[src/dma_err_pkg.sv]
package dma_err_pkg;

	// =====================================================================
	// Widths
	// =====================================================================
	localparam int ADDR_W       = 8;
	localparam int DATA_W       = 32;
	localparam int UPPER_CH     = 32;
	localparam int QUICK_CH     = 8;
	localparam int NUM_QUEUES   = 2;
	localparam int QCNT_W       = 5;
	localparam int TCC_CNT_W    = 7;
	localparam int CTRL_FLAGS   = 3;

	// =====================================================================
	// Register offsets
	// =====================================================================
	localparam logic [ADDR_W-1:0] OFF_UPPER_STATUS = 8'h00;
	localparam logic [ADDR_W-1:0] OFF_UPPER_CLEAR  = 8'h04;
	localparam logic [ADDR_W-1:0] OFF_QUICK_STATUS = 8'h08;
	localparam logic [ADDR_W-1:0] OFF_QUICK_CLEAR  = 8'h0C;
	localparam logic [ADDR_W-1:0] OFF_CTRL_STATUS  = 8'h10;
	localparam logic [ADDR_W-1:0] OFF_CTRL_CLEAR   = 8'h14;
	localparam logic [ADDR_W-1:0] OFF_ERROR_EVALUATE_BIT         = 8'h18;
	localparam logic [ADDR_W-1:0] OFF_WATERMARK    = 8'h1C;
	localparam logic [ADDR_W-1:0] OFF_QSTAT0       = 8'h20;
	localparam logic [ADDR_W-1:0] OFF_QSTAT1       = 8'h24;

	// =====================================================================
	// Field positions
	// =====================================================================
	localparam int CTRL_Q0_BIT      = 0;
	localparam int CTRL_Q1_BIT      = 1;
	localparam int CTRL_TCC_BIT     = 16;
	localparam int ERROR_EVALUATE_BIT_BIT         = 0;
	localparam int WMSET_Q0_LSB     = 0;
	localparam int WMSET_Q1_LSB     = 8;
	localparam int QUEUE_STATUS_REGISTER_WM_LSB     = 8;
	localparam int QUEUE_STATUS_REGISTER_THR_BIT    = 24;

	// =====================================================================
	// Reset values and limits
	// =====================================================================
	localparam logic [DATA_W-1:0]    RST_ZERO      = 32'h0000_0000;
	localparam logic [QCNT_W-1:0]    RST_WATERMARK = 5'h10;
	localparam logic [TCC_CNT_W-1:0] TCC_MAX_OUT   = 7'h3F;

	// =====================================================================
	// Carriers
	// =====================================================================
	typedef struct packed {
		logic [ADDR_W-1:0] addr;
		logic [DATA_W-1:0] wdata;
		logic              wr;
		logic              rd;
	} reg_req_t;

	typedef struct packed {
		logic [QUICK_CH-1:0] event_hit;
		logic [QUICK_CH-1:0] serviced;
		logic [QUICK_CH-1:0] null_hit;
	} quick_ev_t;

endpackage : dma_err_pkg

[src/err_flag_bank.sv]
`timescale 1ns/1ps
module err_flag_bank #(
	parameter int W = 8
) (
	input  wire logic         sys_clk,
	input  wire logic         rst_n,
	input  wire logic [W-1:0] set_i,
	input  wire logic [W-1:0] clr_i,
	output logic      [W-1:0] flags_q
);

	// =====================================================================
	// Sticky flags
	// =====================================================================
	// Set is ORed last so an event on the clear cycle survives
	always_ff @(posedge sys_clk or negedge rst_n) begin
		if (!rst_n) begin
			flags_q <= '0;
		end else begin
			flags_q <= (flags_q & ~clr_i) | set_i;
		end
	end

endmodule : err_flag_bank

[src/dma_error_status_regs.sv]
// How it works
// A one written to bit n of the upper clear register clears the missed flag of channel 32+n.
// While any error flag is still set, only a one written to the evaluate bit raises a further error pulse.
// A second quick event before the first is serviced sets that channel's quick missed flag.
// A quick event meeting a null parameter entry also sets the quick missed flag.
// A quick missed flag rising from an all-clear state raises the error pulse.
// Quick status is read only, bits 7-0 hold the flags, bits 31-8 read zero, reset zero.
// A quick flag stays set until a one is written to its bit of the quick clear register.
// A queue threshold flag sets whenever its queue count reaches or passes its watermark.
// Controller error bit 0 is queue 0, bit 1 is queue 1, bits 15-2 and 31-17 read zero.
// Bit 16 sets when outstanding completion-code requests exceed 63.
// Controller error flags stay set until a one is written to the matching clear bit.
// A controller error flag rising from an all-clear state raises the error pulse.
// A queue clear bit also reloads that queue's watermark field with its present count and clears its threshold flag.
// The error pulse repeats only on a change from all flags clear to some flag set, or on an evaluate write.
// Writing one to the evaluate bit pulses the error output if any flag is still set.
// A set and a clear on the same flag in one cycle leave the flag set.
`timescale 1ns/1ps
module dma_error_status_regs #(
	parameter int QCNT_W    = dma_err_pkg::QCNT_W,
	parameter int TCC_CNT_W = dma_err_pkg::TCC_CNT_W
) (
	input  wire logic                                sys_clk,
	input  wire logic                                rst_n,
	input  wire dma_err_pkg::reg_req_t               req,
	output logic [dma_err_pkg::DATA_W-1:0]           rdata_q,
	input  wire logic [dma_err_pkg::UPPER_CH-1:0]    upper_missed_set,
	input  wire dma_err_pkg::quick_ev_t              quick_ev,
	input  wire logic [QCNT_W-1:0]                   queue0_count,
	input  wire logic [QCNT_W-1:0]                   queue1_count,
	input  wire logic                                tcc_issue,
	input  wire logic                                tcc_return,
	output logic                                     error_irq
);

	// =====================================================================
	// Declarations
	// =====================================================================
	localparam int NQ = dma_err_pkg::NUM_QUEUES;
	localparam int QC = dma_err_pkg::QUICK_CH;

	logic [dma_err_pkg::UPPER_CH-1:0] upper_flags;
	logic [dma_err_pkg::UPPER_CH-1:0] upper_clr;
	logic [QC-1:0]                    quick_flags;
	logic [QC-1:0]                    quick_set;
	logic [QC-1:0]                    quick_clr;
	logic [QC-1:0]                    pending_q;
	logic [dma_err_pkg::CTRL_FLAGS-1:0] ctrl_flags;
	logic [dma_err_pkg::CTRL_FLAGS-1:0] ctrl_set;
	logic [dma_err_pkg::CTRL_FLAGS-1:0] ctrl_clr;
	logic [QCNT_W-1:0]                wm_setting_q [NQ];
	logic [QCNT_W-1:0]                wm_peak_q    [NQ];
	logic [QCNT_W-1:0]                qcount       [NQ];
	logic [NQ-1:0]                    thr_hit;
	logic [TCC_CNT_W-1:0]             tcc_out_q;
	logic                             tcc_over;
	logic                             any_err;
	logic                             any_prev_q;
	logic                             error_evaluate_bit_hit;
	logic                             irq_q;

	assign qcount[0] = queue0_count;
	assign qcount[1] = queue1_count;

	// =====================================================================
	// Address decode
	// =====================================================================
	function automatic logic wr_at(input dma_err_pkg::reg_req_t r,
	                               input logic [dma_err_pkg::ADDR_W-1:0] off);
		wr_at = r.wr && (r.addr == off);
	endfunction : wr_at

	function automatic logic [dma_err_pkg::DATA_W-1:0] clr_mask(
		input dma_err_pkg::reg_req_t r,
		input logic [dma_err_pkg::ADDR_W-1:0] off);
		clr_mask = wr_at(r, off) ? r.wdata : dma_err_pkg::RST_ZERO;
	endfunction : clr_mask

	// =====================================================================
	// Upper missed-event flags
	// =====================================================================
	assign upper_clr = clr_mask(req, dma_err_pkg::OFF_UPPER_CLEAR);

	err_flag_bank #(
		.W (dma_err_pkg::UPPER_CH)
	) u_upper (
		.sys_clk (sys_clk),
		.rst_n   (rst_n),
		.set_i   (upper_missed_set),
		.clr_i   (upper_clr),
		.flags_q (upper_flags)
	);

	// =====================================================================
	// Quick-channel missed events
	// =====================================================================
	// A service in the same cycle retires the first event, so no miss
	genvar gq;
	generate
		for (gq = 0; gq < QC; gq++) begin : g_quick
			assign quick_set[gq] = (quick_ev.event_hit[gq] && pending_q[gq]
			                        && !quick_ev.serviced[gq])
			                       || quick_ev.null_hit[gq];
			always_ff @(posedge sys_clk or negedge rst_n) begin
				if (!rst_n) begin
					pending_q[gq] <= 1'b0;
				end else if (quick_ev.event_hit[gq]) begin
					pending_q[gq] <= 1'b1;
				end else if (quick_ev.serviced[gq]) begin
					pending_q[gq] <= 1'b0;
				end
			end
		end
	endgenerate

	// Reserved bits 31-8 of the clear write are dropped here
	assign quick_clr = wr_at(req, dma_err_pkg::OFF_QUICK_CLEAR)
	                   ? req.wdata[QC-1:0] : '0;

	err_flag_bank #(
		.W (QC)
	) u_quick (
		.sys_clk (sys_clk),
		.rst_n   (rst_n),
		.set_i   (quick_set),
		.clr_i   (quick_clr),
		.flags_q (quick_flags)
	);

	// =====================================================================
	// Queue thresholds and watermarks
	// =====================================================================
	genvar gw;
	generate
		for (gw = 0; gw < NQ; gw++) begin : g_queue
			localparam int WLSB = (gw == 0) ? dma_err_pkg::WMSET_Q0_LSB
			                                : dma_err_pkg::WMSET_Q1_LSB;
			assign thr_hit[gw] = (qcount[gw] >= wm_setting_q[gw]);

			always_ff @(posedge sys_clk or negedge rst_n) begin
				if (!rst_n) begin
					wm_setting_q[gw] <= dma_err_pkg::RST_WATERMARK;
				end else if (wr_at(req, dma_err_pkg::OFF_WATERMARK)) begin
					wm_setting_q[gw] <= req.wdata[WLSB +: QCNT_W];
				end
			end

			// Peak queue depth; a clear restarts it from the present count
			always_ff @(posedge sys_clk or negedge rst_n) begin
				if (!rst_n) begin
					wm_peak_q[gw] <= '0;
				end else if (ctrl_clr[gw]) begin
					wm_peak_q[gw] <= qcount[gw];
				end else if (qcount[gw] > wm_peak_q[gw]) begin
					wm_peak_q[gw] <= qcount[gw];
				end
			end
		end
	endgenerate

	// =====================================================================
	// Outstanding completion codes
	// =====================================================================
	// Saturates so a runaway issuer cannot wrap the count back under 63
	always_ff @(posedge sys_clk or negedge rst_n) begin
		if (!rst_n) begin
			tcc_out_q <= '0;
		end else if (tcc_issue && !tcc_return && !(&tcc_out_q)) begin
			tcc_out_q <= tcc_out_q + 1'b1;
		end else if (tcc_return && !tcc_issue && (tcc_out_q != '0)) begin
			tcc_out_q <= tcc_out_q - 1'b1;
		end
	end

	assign tcc_over = (tcc_out_q > TCC_CNT_W'(dma_err_pkg::TCC_MAX_OUT));

	// =====================================================================
	// Controller error flags
	// =====================================================================
	assign ctrl_set = {tcc_over, thr_hit[1], thr_hit[0]};
	assign ctrl_clr = {req.wdata[dma_err_pkg::CTRL_TCC_BIT] &&
	                   wr_at(req, dma_err_pkg::OFF_CTRL_CLEAR),
	                   req.wdata[dma_err_pkg::CTRL_Q1_BIT] &&
	                   wr_at(req, dma_err_pkg::OFF_CTRL_CLEAR),
	                   req.wdata[dma_err_pkg::CTRL_Q0_BIT] &&
	                   wr_at(req, dma_err_pkg::OFF_CTRL_CLEAR)};

	err_flag_bank #(
		.W (dma_err_pkg::CTRL_FLAGS)
	) u_ctrl (
		.sys_clk (sys_clk),
		.rst_n   (rst_n),
		.set_i   (ctrl_set),
		.clr_i   (ctrl_clr),
		.flags_q (ctrl_flags)
	);

	// =====================================================================
	// Error interrupt
	// =====================================================================
	// One pulse per rise of the combined flag; evaluate forces a repeat while any flag is set
	assign any_err  = (|upper_flags) || (|quick_flags) || (|ctrl_flags);
	assign error_evaluate_bit_hit = wr_at(req, dma_err_pkg::OFF_ERROR_EVALUATE_BIT) && req.wdata[dma_err_pkg::ERROR_EVALUATE_BIT_BIT];

	always_ff @(posedge sys_clk or negedge rst_n) begin
		if (!rst_n) begin
			any_prev_q <= 1'b0;
		end else begin
			any_prev_q <= any_err;
		end
	end

	always_ff @(posedge sys_clk or negedge rst_n) begin
		if (!rst_n) begin
			irq_q <= 1'b0;
		end else begin
			irq_q <= (any_err && !any_prev_q)
			         || (error_evaluate_bit_hit && any_err);
		end
	end

	assign error_irq = irq_q;

	// =====================================================================
	// Read data
	// =====================================================================
	always_ff @(posedge sys_clk or negedge rst_n) begin
		if (!rst_n) begin
			rdata_q <= dma_err_pkg::RST_ZERO;
		end else if (req.rd) begin
			rdata_q <= dma_err_pkg::RST_ZERO;
			if (req.addr == dma_err_pkg::OFF_UPPER_STATUS) begin
				rdata_q <= upper_flags;
			end else if (req.addr == dma_err_pkg::OFF_QUICK_STATUS) begin
				rdata_q[QC-1:0] <= quick_flags;
			end else if (req.addr == dma_err_pkg::OFF_CTRL_STATUS) begin
				rdata_q[dma_err_pkg::CTRL_Q0_BIT]  <= ctrl_flags[0];
				rdata_q[dma_err_pkg::CTRL_Q1_BIT]  <= ctrl_flags[1];
				rdata_q[dma_err_pkg::CTRL_TCC_BIT] <= ctrl_flags[2];
			end else if (req.addr == dma_err_pkg::OFF_WATERMARK) begin
				rdata_q[dma_err_pkg::WMSET_Q0_LSB +: QCNT_W] <= wm_setting_q[0];
				rdata_q[dma_err_pkg::WMSET_Q1_LSB +: QCNT_W] <= wm_setting_q[1];
			end else if (req.addr == dma_err_pkg::OFF_QSTAT0) begin
				rdata_q[dma_err_pkg::QUEUE_STATUS_REGISTER_WM_LSB +: QCNT_W] <= wm_peak_q[0];
				rdata_q[dma_err_pkg::QUEUE_STATUS_REGISTER_THR_BIT]          <= ctrl_flags[0];
			end else if (req.addr == dma_err_pkg::OFF_QSTAT1) begin
				rdata_q[dma_err_pkg::QUEUE_STATUS_REGISTER_WM_LSB +: QCNT_W] <= wm_peak_q[1];
				rdata_q[dma_err_pkg::QUEUE_STATUS_REGISTER_THR_BIT]          <= ctrl_flags[1];
			end
		end
	end
endmodule : dma_error_status_regs

[config.mk]
export PLATFORM = sky130hd
export DESIGN_NAME = dma_error_status_regs
export DESIGN_NICKNAME = d
export VERILOG_FILES = /design/src/dma_err_pkg.sv /design/src/err_flag_bank.sv /design/src/dma_error_status_regs.sv
export SDC_FILE = /design/constraint.sdc
export NUM_CORES = 1
export LEC_CHECK = 0
export BUFFER_PORTS_ARGS = -buffer_cell sky130_fd_sc_hd__buf_4
export CAP_MARGIN = 20
export CORE_UTILIZATION = 25
export CTS_CLUSTER_DIAMETER = 40
export DETAILED_ROUTE_END_ITERATION = 16
export GPL_TIMING_DRIVEN = 0
export RECOVER_POWER = 50
export SLEW_MARGIN = 20
export SYNTH_ARGS = -nofsm -noshare
export SYNTH_HDL_FRONTEND = slang
export SYNTH_SLANG_ARGS = --single-unit
[constraint.sdc]
create_clock -name sys_clk -period 3.7 [get_ports sys_clk]
set_input_delay 0.555 -clock sys_clk [delete_from_list [all_inputs] [get_ports sys_clk]]
set_output_delay 0.555 -clock sys_clk [all_outputs]
set_load 0.02 [all_outputs]
==> results.md <==
* Main synth FF type: dfrtp_1
* Worst-Margin Slew at 1610 ps
* Hold path cells at 2
* Final Net Count at approximately 830
* Post-Route Skew at 10.7 ps
* Synth Area per Inst at between 10 and 15 um2
* Die Span Y at about 150 um
* Setup Crit Path Kind: register to register
* Crit path time final at ~2600 ps
* Most area-consuming cells after synthesis: dfrtp_1 (49%), ha_1 (5.8%), mux2_2 (5.0%)
* Number of enable flip-flop cells after synthesis at 0
* Cells after Synth at 537
* Post-Syn Area at ~5600 um2
* Fillers at roughly 2,300
* DR WL/cell at roughly 17 um
* Buffers on Ports at ~140
* Share of layout cells above drive strength 1 at 30.0%
* Max Cap Viol at 1
* Post-detailed-routing wire length at between 15,000 and 20,000 um
* R2R setup slack at approximately 1100 ps
* DRT Pass-1 Iters at 4
* Worst EP arrival at ~2900 ps
* Skew-Pair Late Insertion Delay at between 300 and 400 ps
* GRT Residual Overflow at 0
* Post-synth cell types at 52
* HPWL after DPL at about 13,000 um
* Initial drt markers at 222
* First-pass GRT wire length at roughly 25,000 um
* Slew margin rel. at -7.07%
* Min-Delay Path Class: input port to register
* LEAKAGE at just over 3 nW
* DR DRC count at 0
* GPL Wtd Cong at between 0.8 and 0.9
* Core ar. at 21,900 um2
* R2R Path Start: tcc_out_q[6]$_DFFE_PN0P_
* Hold_sp: upper_missed_set[7]
* Post-synthesis sequential area ratio at about half
* Leading area contributor after synthesis: dfrtp_1
* CP max FO at 9
* Die Wd at approximately 150 um
* Switching part of the total at about 30%
* Post-CTS setup buffer count at 0
* FF-to-FF End: tcc_out_q[6]$_DFFE_PN0P_
* Critical path startpoint category: register
* Worst Path Required at 3990 ps
* Largest net degree at the start of global routing at between 60 and 70
* CTS tree: built
* Final hold vios at 0
* Antenna diodes at 0
* Run status: finished, violations left
* Cts hold-fix bufs at 0
* Filler-free cell count of the finished design at 977
* Hold Path End: u_upper.flags_q[7]$_DFF_PN0_
* Seq pwr share at 43.4%
* CP Capture Type: register
* #FFs+latches synth at between 100 and 150
* Failing checks: capacitance limit, slew limit
* Combinational share of power at 25.2%
* H-tree lvl count at 3
* Die area at between 20,000 and 25,000 um2
* PostCTS Resize Cnt at 0
* Unrepaired setup endpoints after global routing: no
* Via count at roughly 4,600
* CTS Buf Count at 9
* Post-synth net total at just under 700
* Total negative slack at 0 ps
* Top Ports at about 150
* Maximum vdd drop at about 0.24 mV
* Area growth, synth to finish at 30.6%
* DRT antenna net count at 0
* Site row count at 54
* Initial Utilization at 25.6%
* Post-Route Utilization at 33.4%
* Clock share of power at 31.4%
* Psw at 0.983 mW
* Share of the synthesized area in the top cell type at about 50%
* Async set or reset register ratio after synthesis at between 90% and 100%
* Synth warn at 0
* GR Util All Layers at between 10% and 20%
* Int Pwr at ~2.3 mW
* Final setup fails at 0
* Vias/cell at around 4.7
* Fmax at approximately 380 MHz
* Clock Root Buffer: clkbuf_16
* Vias in the first global route at 4,453
* Placed insts at 961
* Clk pin slew, worst setup/hold paths at approximately 80 ps
* Initial antenna violation count at 0
* Power density over the cells at around 450 nW/um2
* Reg2reg path depth at 9
* CTS Buffer Depth at 2
* Crit share post-route at a little under three quarters
* Clock sinks at 112
* Slew Viols, Final at 64
-- worst max-delay path, stage by stage (launching register included) --
cell      delay, ps
dfrtp_1         430
and4_1          230
a41oi_1         200
nand2_1         260
fa_1            510
a211oi_1        230
o21bai_1        110
a21oi_1         210
mux2i_1         240
xor2_1          150
-- cell families after synthesis --
group           synth area share, %
compound gates                 17.5
xor+xnor                      0.939
fa+ha+maj                      6.17
buf+inv                        4.45
flops                          50.1
mux                            5.66
simple gates                   15.2
-- registers in the layout, summed over array words and instances (netlist names) --
name and count:
pending_q 8, rdata_q 32, wm_setting_q 10, u_quick.flags_q 8, u_upper.flags_q 32, tcc_out_q 7, error_irq 1, wm_peak_q 10
u_ctrl.flags_q 3, any_prev_q 1
-- routing by layer --
layer / GRT usage, % / part of all wire, %
met2: 24.2 / 48
met3: 3.74 / 5.8
met4: 4.65 / 1.7
met1: 19.0 / 44
met5: 0 / 0
-- power groups by stage --
stage,logic (mW),clock network [mW],registers (mW)
CTS,0.852,1.07,1.44
detailed placement,0.849,0,1.47
global route,0.943,1.12,1.46
global placement,0.825,0,1.46
floorplan,0.580,0,1.44
finish,0.836,1.04,1.44
-- layout by cell type (no fill, tap or decap), types with 3 or more instances in the layout --
cell	n
buf_4	134
dfrtp_1	110
nand2_1	56
inv_1	48
o21ai_0	43
a21o_1	36
ha_1	26
mux2_2	25
a21oi_1	23
nand3_1	20
nor2b_1	16
clkbuf_1	15
nor2_1	14
nor4_1	12
or2_2	10
clkbuf_16	9
a221o_1	8
buf_2	7
a211oi_1	6
nor3_1	5
o22ai_1	5
and2_1	4
a32oi_1	4
a311o_1	4
nand4_1	3
and4_1	3
xor2_1	3
xnor2_1	3
-- final cells by class --
class                   count  area [um2]  area share, %
multi-input cells         361        2540           34.8
repair buffers            144        1050           14.3
inverters                  48         180           2.46
clock inverters             6        77.6           1.06
plain buffers              16        68.8          0.941
clock buffers              10         239           3.27
well taps                 280         350           4.79
flip-flops and latches    112        2810           38.4
-- how the worst max path moves through the flow --
stage,from,endpoint,cells past startpoint
finish,tcc_out_q[6]$_DFFE_PN0P_,tcc_out_q[6]$_DFFE_PN0P_,9
global route,rst_n,rdata_q[19]$_DFFE_PN0P_,2
CTS,tcc_out_q[6]$_DFFE_PN0P_,tcc_out_q[6]$_DFFE_PN0P_,9
detailed placement,tcc_out_q[6]$_DFFE_PN0P_,tcc_out_q[6]$_DFFE_PN0P_,9
global placement,tcc_out_q[6]$_DFFE_PN0P_,tcc_out_q[6]$_DFFE_PN0P_,9
floorplan,tcc_out_q[6]$_DFFE_PN0P_,tcc_out_q[6]$_DFFE_PN0P_,9
-- cell usage after synthesis (3+ instances only) --
cell type,count
inv_1,48
a32oi_1,4
xnor2_1,3
o22ai_1,5
nand4_1,3
nor2_1,14
and4_1,3
a221o_1,8
mux2_2,25
nand3_1,20
clkbuf_1,7
or2_2,10
a311o_1,4
ha_1,26
buf_2,7
xor2_1,3
a21oi_1,23
dfrtp_1,110
nor2b_1,16
o21ai_0,43
nand2_1,56
nor4_1,12
and2_1,4
a21o_1,36
a211oi_1,6
nor3_1,5
-- per-stage QoR --
step	hold WS, ps	area (um2)	setup WS, ps	power, mW
after detailed placement	492	7050	1100	2.32
after floorplan	259	5600	1370	2.02
after global placement	483	7020	1110	2.29
final	368	7310	1080	3.32
after global routing	354	7310	505	3.53
after CTS	205	7370	1060	3.37
Note: power is estimated with default switching activity, not from simulation.
